--- src/stp_consts.vh ---
// Constants for the single pulse and capture timer block
`ifndef STP_CONSTS_VH
`define STP_CONSTS_VH

// Register byte offsets
`define STP_OFF_CTRL0   8'h00
`define STP_OFF_CTRL1   8'h04
`define STP_OFF_COUNT   8'h08
`define STP_OFF_CMPA    8'h0c
`define STP_OFF_CMPP    8'h10
`define STP_OFF_FLAGS   8'h14

// Control 0 field positions
`define STP_C0_RUN      3
`define STP_C0_CKS_HI   5
`define STP_C0_CKS_LO   4

// Control 1 field positions
`define STP_C1_MODE_HI  7
`define STP_C1_MODE_LO  6
`define STP_C1_PF_HI    5
`define STP_C1_PF_LO    4
`define STP_C1_OC       3
`define STP_C1_POL      2
`define STP_C1_DPX      1
`define STP_C1_CCLR     0

// Flag positions
`define STP_FL_A        0
`define STP_FL_P        1

// Mode select codes
`define STP_MODE_CMP    2'h0
`define STP_MODE_CAP    2'h1
`define STP_MODE_PWM    2'h2
`define STP_MODE_TMR    2'h3

// Pin function codes
`define STP_PF_RISE     2'h0
`define STP_PF_FALL     2'h1
`define STP_PF_BOTH     2'h2
`define STP_PF_OFF      2'h3
`define STP_PF_SINGLE   2'h3

// Timer clock select codes
`define STP_CKS_DIV4    2'h0
`define STP_CKS_DIV1    2'h1
`define STP_CKS_DIV16   2'h2
`define STP_CKS_EXT     2'h3

// Counter
`define STP_CW          10
`define STP_CNT_ZERO    10'h000
`define STP_CNT_ONE     10'h001
`define STP_PRE_DIV4    4'h3
`define STP_PRE_DIV16   4'hf

// Bus responses
`define STP_RESP_OKAY   2'h0
`define STP_RESP_SLVERR 2'h2

`endif

--- src/stp_timer.v ---
// Single pulse output and input capture timer with AXI4-Lite registers
`timescale 1ns/1ps
`include "stp_consts.vh"

// Function
// - Run bit rising edge starts pulse
// - Trigger pin edge sets run bit
// - Run high: count and drive active
// - Run bit clear ends the pulse
// - Compare A match clears run bit
// - Compare A match sets A flag
// - Counter zeroed on run rise and on capture P match
// - Single pulse ignores P, clear, swap
// - Capture counting starts on run rise
// - Active capture edge latches count into A
// - Capture counter free runs until stopped
// - Compare P match zeroes counter, flags
// - Compare P zero: count to maximum
// - Edge select; 11 disables capture only
// - Capture drives no output pin
// - Edge codes rise, fall, both, off
// - Ten bit counter wraps after 3ff
module stp_timer
(
  // Clock and reset
  input  wire        ref_clk,
  input  wire        reset,
  // AXI4-Lite write channels
  input  wire [31:0] awaddr,
  input  wire        awvalid,
  output wire        awready,
  input  wire [31:0] wdata,
  input  wire [3:0]  wstrb,
  input  wire        wvalid,
  output wire        wready,
  output wire [1:0]  bresp,
  output wire        bvalid,
  input  wire        bready,
  // AXI4-Lite read channels
  input  wire [31:0] araddr,
  input  wire        arvalid,
  output wire        arready,
  output wire [31:0] rdata,
  output wire [1:0]  rresp,
  output wire        rvalid,
  input  wire        rready,
  // Timer pins
  input  wire        extClockTriggerPin,
  input  wire        captureInputPin,
  output reg         pulseOut,
  output reg         pulseOutEn,
  // Event pulses
  output reg         compareAEvent,
  output reg         comparePEvent
);

  //////////////////////////////////////////////////////////////////////////////
  // Functions

  function [31:0] mergeBytes;
    input [31:0] oldVal;
    input [31:0] newVal;
    input [3:0]  strb;
    integer i;
    begin
      for (i = 0; i < 4; i = i + 1)
        mergeBytes[i*8 +: 8] = strb[i] ? newVal[i*8 +: 8] : oldVal[i*8 +: 8];
    end
  endfunction

  function isRegOffset;
    input [7:0] addr;
    begin
      case (addr)
        `STP_OFF_CTRL0, `STP_OFF_CTRL1, `STP_OFF_COUNT,
        `STP_OFF_CMPA, `STP_OFF_CMPP, `STP_OFF_FLAGS:
          isRegOffset = 1'b1;
        default:
          isRegOffset = 1'b0;
      endcase
    end
  endfunction

  //////////////////////////////////////////////////////////////////////////////
  // Declarations

  wire              wrReq;
  wire [7:0]        wrAddr;
  wire [31:0]       wrData;
  wire [3:0]        wrStrb;
  wire [7:0]        rdAddr;
  reg  [31:0]       rdDataIn;

  reg               counterRunControl;
  reg  [1:0]        clockSelect;
  reg               modeSelectHi;
  reg               modeSelectLo;
  reg               pinFunctionHi;
  reg               pinFunctionLo;
  reg               outputInitialLevel;
  reg               outputInvert;
  reg               periodDutySwap;
  reg               clearSourceSelect;
  reg  [`STP_CW-1:0] compareAValue;
  reg  [`STP_CW-1:0] comparePValue;
  reg  [`STP_CW-1:0] count;
  reg               flagA;
  reg               flagP;

  reg               runPrev;
  reg               trigPrev;
  reg               capPrev;
  reg  [3:0]        prescale;

  reg               next_run;
  reg               tick;
  reg               capEdge;

  wire [1:0]        modeSel = {modeSelectHi, modeSelectLo};
  wire [1:0]        pinFunc = {pinFunctionHi, pinFunctionLo};
  wire              runRise = counterRunControl & ~runPrev;
  wire [`STP_CW-1:0] countInc = count + `STP_CNT_ONE;
  wire              wrCtrl0 = wrReq && wrAddr == `STP_OFF_CTRL0;
  wire              wrCtrl1 = wrReq && wrAddr == `STP_OFF_CTRL1;
  wire              wrFlags = wrReq && wrAddr == `STP_OFF_FLAGS;
  wire [31:0]       wrMerged = mergeBytes(rdDataIn, wrData, wrStrb);

  wire              spMode = modeSel == `STP_MODE_PWM && pinFunc == `STP_PF_SINGLE;
  wire              capMode = modeSel == `STP_MODE_CAP;

  // Advance and compare on new count
  wire              counting = counterRunControl & ~runRise & tick;
  wire              matchA = counting && countInc == compareAValue;
  wire              matchP = counting && comparePValue != `STP_CNT_ZERO &&
                             countInc == comparePValue;

  //////////////////////////////////////////////////////////////////////////////
  // Bus port

  stp_axil_port uPort
  (
    .ref_clk  (ref_clk),
    .reset    (reset),
    .awaddr   (awaddr),
    .awvalid  (awvalid),
    .awready  (awready),
    .wdata    (wdata),
    .wstrb    (wstrb),
    .wvalid   (wvalid),
    .wready   (wready),
    .bresp    (bresp),
    .bvalid   (bvalid),
    .bready   (bready),
    .araddr   (araddr),
    .arvalid  (arvalid),
    .arready  (arready),
    .rdata    (rdata),
    .rresp    (rresp),
    .rvalid   (rvalid),
    .rready   (rready),
    .wrReq    (wrReq),
    .wrAddr   (wrAddr),
    .wrData   (wrData),
    .wrStrb   (wrStrb),
    .wrOk     (isRegOffset(wrAddr)),
    .rdAddr   (rdAddr),
    .rdDataIn (rdDataIn),
    .rdOk     (isRegOffset(rdAddr))
  );

  // Read mux, also the old value for byte merging on writes
  always @*
  begin
    rdDataIn = 32'h00000000;
    case (wrReq ? wrAddr : rdAddr)
      `STP_OFF_CTRL0:
      begin
        rdDataIn[`STP_C0_RUN] = counterRunControl;
        rdDataIn[`STP_C0_CKS_HI:`STP_C0_CKS_LO] = clockSelect;
      end
      `STP_OFF_CTRL1:
        rdDataIn[7:0] = {modeSelectHi, modeSelectLo, pinFunctionHi,
                         pinFunctionLo, outputInitialLevel, outputInvert,
                         periodDutySwap, clearSourceSelect};
      `STP_OFF_COUNT:
        rdDataIn[`STP_CW-1:0] = count;
      `STP_OFF_CMPA:
        rdDataIn[`STP_CW-1:0] = compareAValue;
      `STP_OFF_CMPP:
        rdDataIn[`STP_CW-1:0] = comparePValue;
      `STP_OFF_FLAGS:
      begin
        rdDataIn[`STP_FL_A] = flagA;
        rdDataIn[`STP_FL_P] = flagP;
      end
      default:
        rdDataIn = 32'h00000000;
    endcase
  end

  //////////////////////////////////////////////////////////////////////////////
  // Timer clock and pin edges

  always @*
  begin
    case (clockSelect)
      `STP_CKS_DIV4:  tick = prescale[1:0] == `STP_PRE_DIV4;
      `STP_CKS_DIV1:  tick = 1'b1;
      `STP_CKS_DIV16: tick = prescale == `STP_PRE_DIV16;
      `STP_CKS_EXT:   tick = extClockTriggerPin & ~trigPrev;
      default:        tick = 1'b0;
    endcase
  end

  always @*
  begin
    case (pinFunc)
      `STP_PF_RISE: capEdge = captureInputPin & ~capPrev;
      `STP_PF_FALL: capEdge = ~captureInputPin & capPrev;
      `STP_PF_BOTH: capEdge = captureInputPin ^ capPrev;
      `STP_PF_OFF:  capEdge = 1'b0;
      default:      capEdge = 1'b0;
    endcase
  end

  always @(posedge ref_clk or posedge reset)
  begin
    if (reset)
    begin
      prescale <= 4'h0;
      trigPrev <= 1'b0;
      capPrev  <= 1'b0;
      runPrev  <= 1'b0;
    end
    else
    begin
      prescale <= prescale + 4'h1;
      trigPrev <= extClockTriggerPin;
      capPrev  <= captureInputPin;
      runPrev  <= counterRunControl;
    end
  end

  //////////////////////////////////////////////////////////////////////////////
  // Run control

  always @*
  begin
    next_run = counterRunControl;
    if (wrCtrl0)
      next_run = wrMerged[`STP_C0_RUN];
    if (spMode && extClockTriggerPin && !trigPrev)
      next_run = 1'b1;
    if (spMode && matchA)
      next_run = 1'b0;
  end

  always @(posedge ref_clk or posedge reset)
  begin
    if (reset)
    begin
      counterRunControl  <= 1'b0;
      clockSelect        <= `STP_CKS_DIV4;
      modeSelectHi       <= 1'b0;
      modeSelectLo       <= 1'b0;
      pinFunctionHi      <= 1'b0;
      pinFunctionLo      <= 1'b0;
      outputInitialLevel <= 1'b0;
      outputInvert       <= 1'b0;
      periodDutySwap     <= 1'b0;
      clearSourceSelect  <= 1'b0;
      comparePValue      <= `STP_CNT_ZERO;
    end
    else
    begin
      counterRunControl <= next_run;
      if (wrCtrl0)
        clockSelect <= wrMerged[`STP_C0_CKS_HI:`STP_C0_CKS_LO];
      if (wrCtrl1)
      begin
        modeSelectHi       <= wrMerged[`STP_C1_MODE_HI];
        modeSelectLo       <= wrMerged[`STP_C1_MODE_LO];
        pinFunctionHi      <= wrMerged[`STP_C1_PF_HI];
        pinFunctionLo      <= wrMerged[`STP_C1_PF_LO];
        outputInitialLevel <= wrMerged[`STP_C1_OC];
        outputInvert       <= wrMerged[`STP_C1_POL];
        periodDutySwap     <= wrMerged[`STP_C1_DPX];
        clearSourceSelect  <= wrMerged[`STP_C1_CCLR];
      end
      if (wrReq && wrAddr == `STP_OFF_CMPP)
        comparePValue <= wrMerged[`STP_CW-1:0];
    end
  end

  //////////////////////////////////////////////////////////////////////////////
  // Counter, capture and flags

  always @(posedge ref_clk or posedge reset)
  begin
    if (reset)
    begin
      count         <= `STP_CNT_ZERO;
      compareAValue <= `STP_CNT_ZERO;
      flagA         <= 1'b0;
      flagP         <= 1'b0;
      compareAEvent <= 1'b0;
      comparePEvent <= 1'b0;
    end
    else
    begin
      if (runRise)
        count <= `STP_CNT_ZERO;
      else if (capMode && matchP)
        count <= `STP_CNT_ZERO;
      else if (counting)
        count <= countInc;

      if (capMode && capEdge)
        compareAValue <= count;
      else if (wrReq && wrAddr == `STP_OFF_CMPA)
        compareAValue <= wrMerged[`STP_CW-1:0];

      if ((spMode && matchA) || (capMode && capEdge))
        flagA <= 1'b1;
      else if (wrFlags && wrData[`STP_FL_A] && wrStrb[0])
        flagA <= 1'b0;
      // P flag only in capture mode
      if (capMode && matchP)
        flagP <= 1'b1;
      else if (wrFlags && wrData[`STP_FL_P] && wrStrb[0])
        flagP <= 1'b0;

      compareAEvent <= (spMode && matchA) || (capMode && capEdge);
      comparePEvent <= capMode && matchP;
    end
  end

  //////////////////////////////////////////////////////////////////////////////
  // Pulse output

  always @(posedge ref_clk or posedge reset)
  begin
    if (reset)
    begin
      pulseOut   <= 1'b0;
      pulseOutEn <= 1'b0;
    end
    else
    begin
      // Only single pulse drives the pin
      pulseOutEn <= spMode;
      if (spMode)
        pulseOut <= (next_run ? outputInitialLevel : ~outputInitialLevel)
                    ^ outputInvert;
      else
        pulseOut <= 1'b0;
    end
  end

endmodule

--- src/stp_axil_port.v ---
// AXI4-Lite handshake front end for the timer registers
`timescale 1ns/1ps
`include "stp_consts.vh"

module stp_axil_port
(
  // Clock and reset
  input  wire        ref_clk,
  input  wire        reset,
  // Write address and data
  input  wire [31:0] awaddr,
  input  wire        awvalid,
  output reg         awready,
  input  wire [31:0] wdata,
  input  wire [3:0]  wstrb,
  input  wire        wvalid,
  output reg         wready,
  // Write response
  output reg  [1:0]  bresp,
  output reg         bvalid,
  input  wire        bready,
  // Read address and data
  input  wire [31:0] araddr,
  input  wire        arvalid,
  output reg         arready,
  output reg  [31:0] rdata,
  output reg  [1:0]  rresp,
  output reg         rvalid,
  input  wire        rready,
  // Register file side
  output wire        wrReq,
  output reg  [7:0]  wrAddr,
  output reg  [31:0] wrData,
  output reg  [3:0]  wrStrb,
  input  wire        wrOk,
  output reg  [7:0]  rdAddr,
  input  wire [31:0] rdDataIn,
  input  wire        rdOk
);

  reg rdPend;

  // Both halves held, no response outstanding, read fetch not using the mux
  assign wrReq = ~awready & ~wready & ~bvalid & ~rdPend;

  always @(posedge ref_clk or posedge reset)
  begin
    if (reset)
    begin
      awready <= 1'b1;
      wready  <= 1'b1;
      bvalid  <= 1'b0;
      bresp   <= `STP_RESP_OKAY;
      wrAddr  <= 8'h00;
      wrData  <= 32'h00000000;
      wrStrb  <= 4'h0;
    end
    else
    begin
      if (awvalid && awready)
      begin
        // Out of range address lands on a hole, so the write has no effect
        wrAddr  <= (awaddr[31:8] == 24'h000000) ? awaddr[7:0] : 8'hff;
        awready <= 1'b0;
      end
      if (wvalid && wready)
      begin
        wrData <= wdata;
        wrStrb <= wstrb;
        wready <= 1'b0;
      end
      if (wrReq)
      begin
        bvalid  <= 1'b1;
        bresp   <= wrOk ? `STP_RESP_OKAY : `STP_RESP_SLVERR;
        awready <= 1'b1;
        wready  <= 1'b1;
      end
      else if (bvalid && bready)
        bvalid <= 1'b0;
    end
  end

  always @(posedge ref_clk or posedge reset)
  begin
    if (reset)
    begin
      arready <= 1'b1;
      rdPend  <= 1'b0;
      rvalid  <= 1'b0;
      rdata   <= 32'h00000000;
      rresp   <= `STP_RESP_OKAY;
      rdAddr  <= 8'h00;
    end
    else
    begin
      if (arvalid && arready)
      begin
        rdAddr  <= araddr[7:0];
        arready <= 1'b0;
        rdPend  <= 1'b1;
      end
      if (rdPend)
      begin
        rdPend <= 1'b0;
        rvalid <= 1'b1;
        rdata  <= rdOk ? rdDataIn : 32'h00000000;
        rresp  <= rdOk ? `STP_RESP_OKAY : `STP_RESP_SLVERR;
      end
      else if (rvalid && rready)
      begin
        rvalid  <= 1'b0;
        arready <= 1'b1;
      end
    end
  end

endmodule

--- config.mk ---
export PLATFORM = sky130hd
export DESIGN_NAME = stp_timer
export DESIGN_NICKNAME = d
export VERILOG_FILES = /design/src/stp_timer.v /design/src/stp_axil_port.v
export VERILOG_INCLUDE_DIRS = /design/src
export SDC_FILE = /design/constraint.sdc
export NUM_CORES = 1
export LEC_CHECK = 0
export BUFFER_PORTS_ARGS = -buffer_cell sky130_fd_sc_hd__buf_4
export CORE_MARGIN = 4
export CORE_UTILIZATION = 50
export DETAILED_ROUTE_END_ITERATION = 10
export PLACE_DENSITY_LB_ADDON = 0.3
export SYNTH_ARGS = -nofsm -noshare
export SYNTH_HDL_FRONTEND = slang
export SYNTH_HIERARCHICAL = 1
export SYNTH_SLANG_ARGS = --single-unit
--- constraint.sdc ---
create_clock -name ref_clk -period 6.38 [get_ports ref_clk]
set_input_delay 1.276 -clock ref_clk [delete_from_list [all_inputs] [get_ports ref_clk]]
set_output_delay 1.276 -clock ref_clk [all_outputs]
set_load 0.01 [all_outputs]
==> out/results.ini <==
[global_routing]
grt_pass1_wl_microns=24900
track_usage_pct=22.0
antenna_found_initial=0
overflow=0
grt_max_degree=69
grt_pass1_vias=5094

[placed_design]
place_inst=866
dpl.hpwl_microns=10800
port-buffer-count=103
placed_cell_area_sq_um=7020
routabilityCongestion=0.928

[cells_and_area]
fill_cells=966
multiInputGateArea_sq_um=2730
instances_no_fill=898
fin_area_sq_um=7570
final_cell_mix=119 x dfrtp_1, 108 x buf_4, 67 x nand2_1
seq_area_sq_um=3060
drive_gt1_share_pct=24.4
area_growth_pct=23.0
antenna_cells=0
fin_nets=851
layout_commonest_cell=dfrtp_1

[sta]
layout_worst_path_cycle_share_pct=48.4
final_hold_viol_count=0
fmax_mhz=324
worst_pin_slew_ns=1.14
setup_tns_ns=0
slew_headroom_pct=23.8
finalSetupViolCount=0
fin_crit_ns=3.09
fin_skew_ns=0.00614
slew_violations=0
rsz0062_at_grt=no

[synth]
synth_area_sq_um=6160
syn_area_per_cell_sq_um=9.83
ys_warn_count=6
netlist_instances=626

[detailed_routing]
wl_per_cell_microns=16.6
num_vias=4869
firstDrtPassIters=5
via_per_inst=5.42
wl_microns=14900
drc_errors=0
antenna_left=0
drtIter0Drc=255

[worst_setup_path]
r2r_slack_ns=3.29
cp-start-kind=flip-flop
reg2reg_to=pulseOut$_DFF_PP0_
timing.rr.start=uPort/rdPend$_DFF_PP0_
worstSetupEndpointType=flip-flop
critPathMaxFanout=9
cp.arrival_ns=3.41
critPathKind=reg -> reg
critPathRequiredTime_ns=6.70
ff2ff_path_depth=8

[min_path]
holdPathEnd=runPrev$_DFF_PP0_
min_path_cells=0
hp-start=counterRunControl$_DFF_PP0_
worstHoldPathType=reg -> reg

[clock_network]
cts_inserted_buffers=17
root_buffer=clkbuf_16
insertion_delay_ns=0.41
cts_tree=done
clk_pin_slew_worst_paths_ns=0.05
clkSinkCount=122
cts.repair.resized=0
cts_setup_buffers=0
ctsHoldBuffers=0
htree_num_levels=4
cts_buffer_depth=2

[die]
die_width_microns=119
num_rows=40
die_y_microns=119
design.core.area_sq_um=12000
ios=154
initial_core_util_pct=51.3
die_area_sq_um=14200

[run]
drv_cap=0

[status]
status=finished clean

[power]
powerDensity_nw_per_um2=364
p_total_w=0.00275
peakVddDrop_mv=0.284
cellLeakagePower_nw=3.58

-- flip-flops by register name (all words and copies together), names as in the netlist, 2 cells and up --
| name | count |
|---|---|
| uPort/rdAddr | 8 |
| uPort/wrAddr | 8 |
| uPort/wrStrb | 2 |
| prescale | 4 |
| clockSelect | 2 |
| comparePValue | 10 |
| count | 10 |
| compareAValue | 10 |
| uPort/wrData | 10 |
| uPort/rdata | 32 |
-- layer usage --
layer	GRT usage [%]	routed length [microns]	share of wire, %
met3	7.41	1150	7.7
met4	9.49	382	2.6
met2	35.0	7230	49
met1	27.3	6140	41
met5	0	0	0
-- worst max path at each step --
stage                                start                            to  slack, ns  cells past startpoint
floorplan                            reset    uPort/bresp[1]$_DFFE_PP0P_       3.40                      1
global placement           captureInputPin  compareAValue[8]$_DFFE_PP0P_       3.10                     11
detailed placement         captureInputPin  compareAValue[9]$_DFFE_PP0P_       3.06                     11
CTS                 uPort/rdPend$_DFF_PP0_            pulseOut$_DFF_PP0_       3.30                      8
global route        uPort/rdPend$_DFF_PP0_            pulseOut$_DFF_PP0_       2.98                      8
finish              uPort/rdPend$_DFF_PP0_            pulseOut$_DFF_PP0_       3.29                      8
-- cell type report --
type	instances	area share, %
clock buffers	23	6.31
clock inverters	9	0.959
inverters	64	3.17
multi-input cells	425	36.0
flip-flops and latches	122	40.4
well taps	147	2.43
repair buffers	108	10.7
-- worst max-delay path, stage by stage (launching register included) --
cell,delay [ns]
dfrtp_1,0.38
or4_4,0.59
inv_1,0.25
nand3b_1,0.14
nor4_1,0.79
mux2_2,0.43
o211ai_1,0.12
nand3_1,0.11
a21oi_1,0.19
-- power by group --
part | leakage [nW] | internal, W | switching (W)
registers | 1.55 | 0.000943 | 0.000143
logic | 1.76 | 0.000368 | 0.000411
clock network | 0.276 | 0.000560 | 0.000328
total | 3.58 | 0.00187 | 0.000881
-- per-stage QoR --
| step | setup slack [ns] | hold slack [ns] | util, % |
|---|---|---|---|
| after floorplan | 3.40 | 0.394 | - |
| after global routing | 2.98 | 0.456 | 63.0 |
| after global placement | 3.10 | 0.419 | 58.4 |
| after detailed placement | 3.06 | 0.423 | 58.4 |
| after CTS | 3.30 | 0.439 | 63.0 |
| final | 3.29 | 0.438 | 63.0 |
No activity file was read; power rests on OpenSTA's default activity.
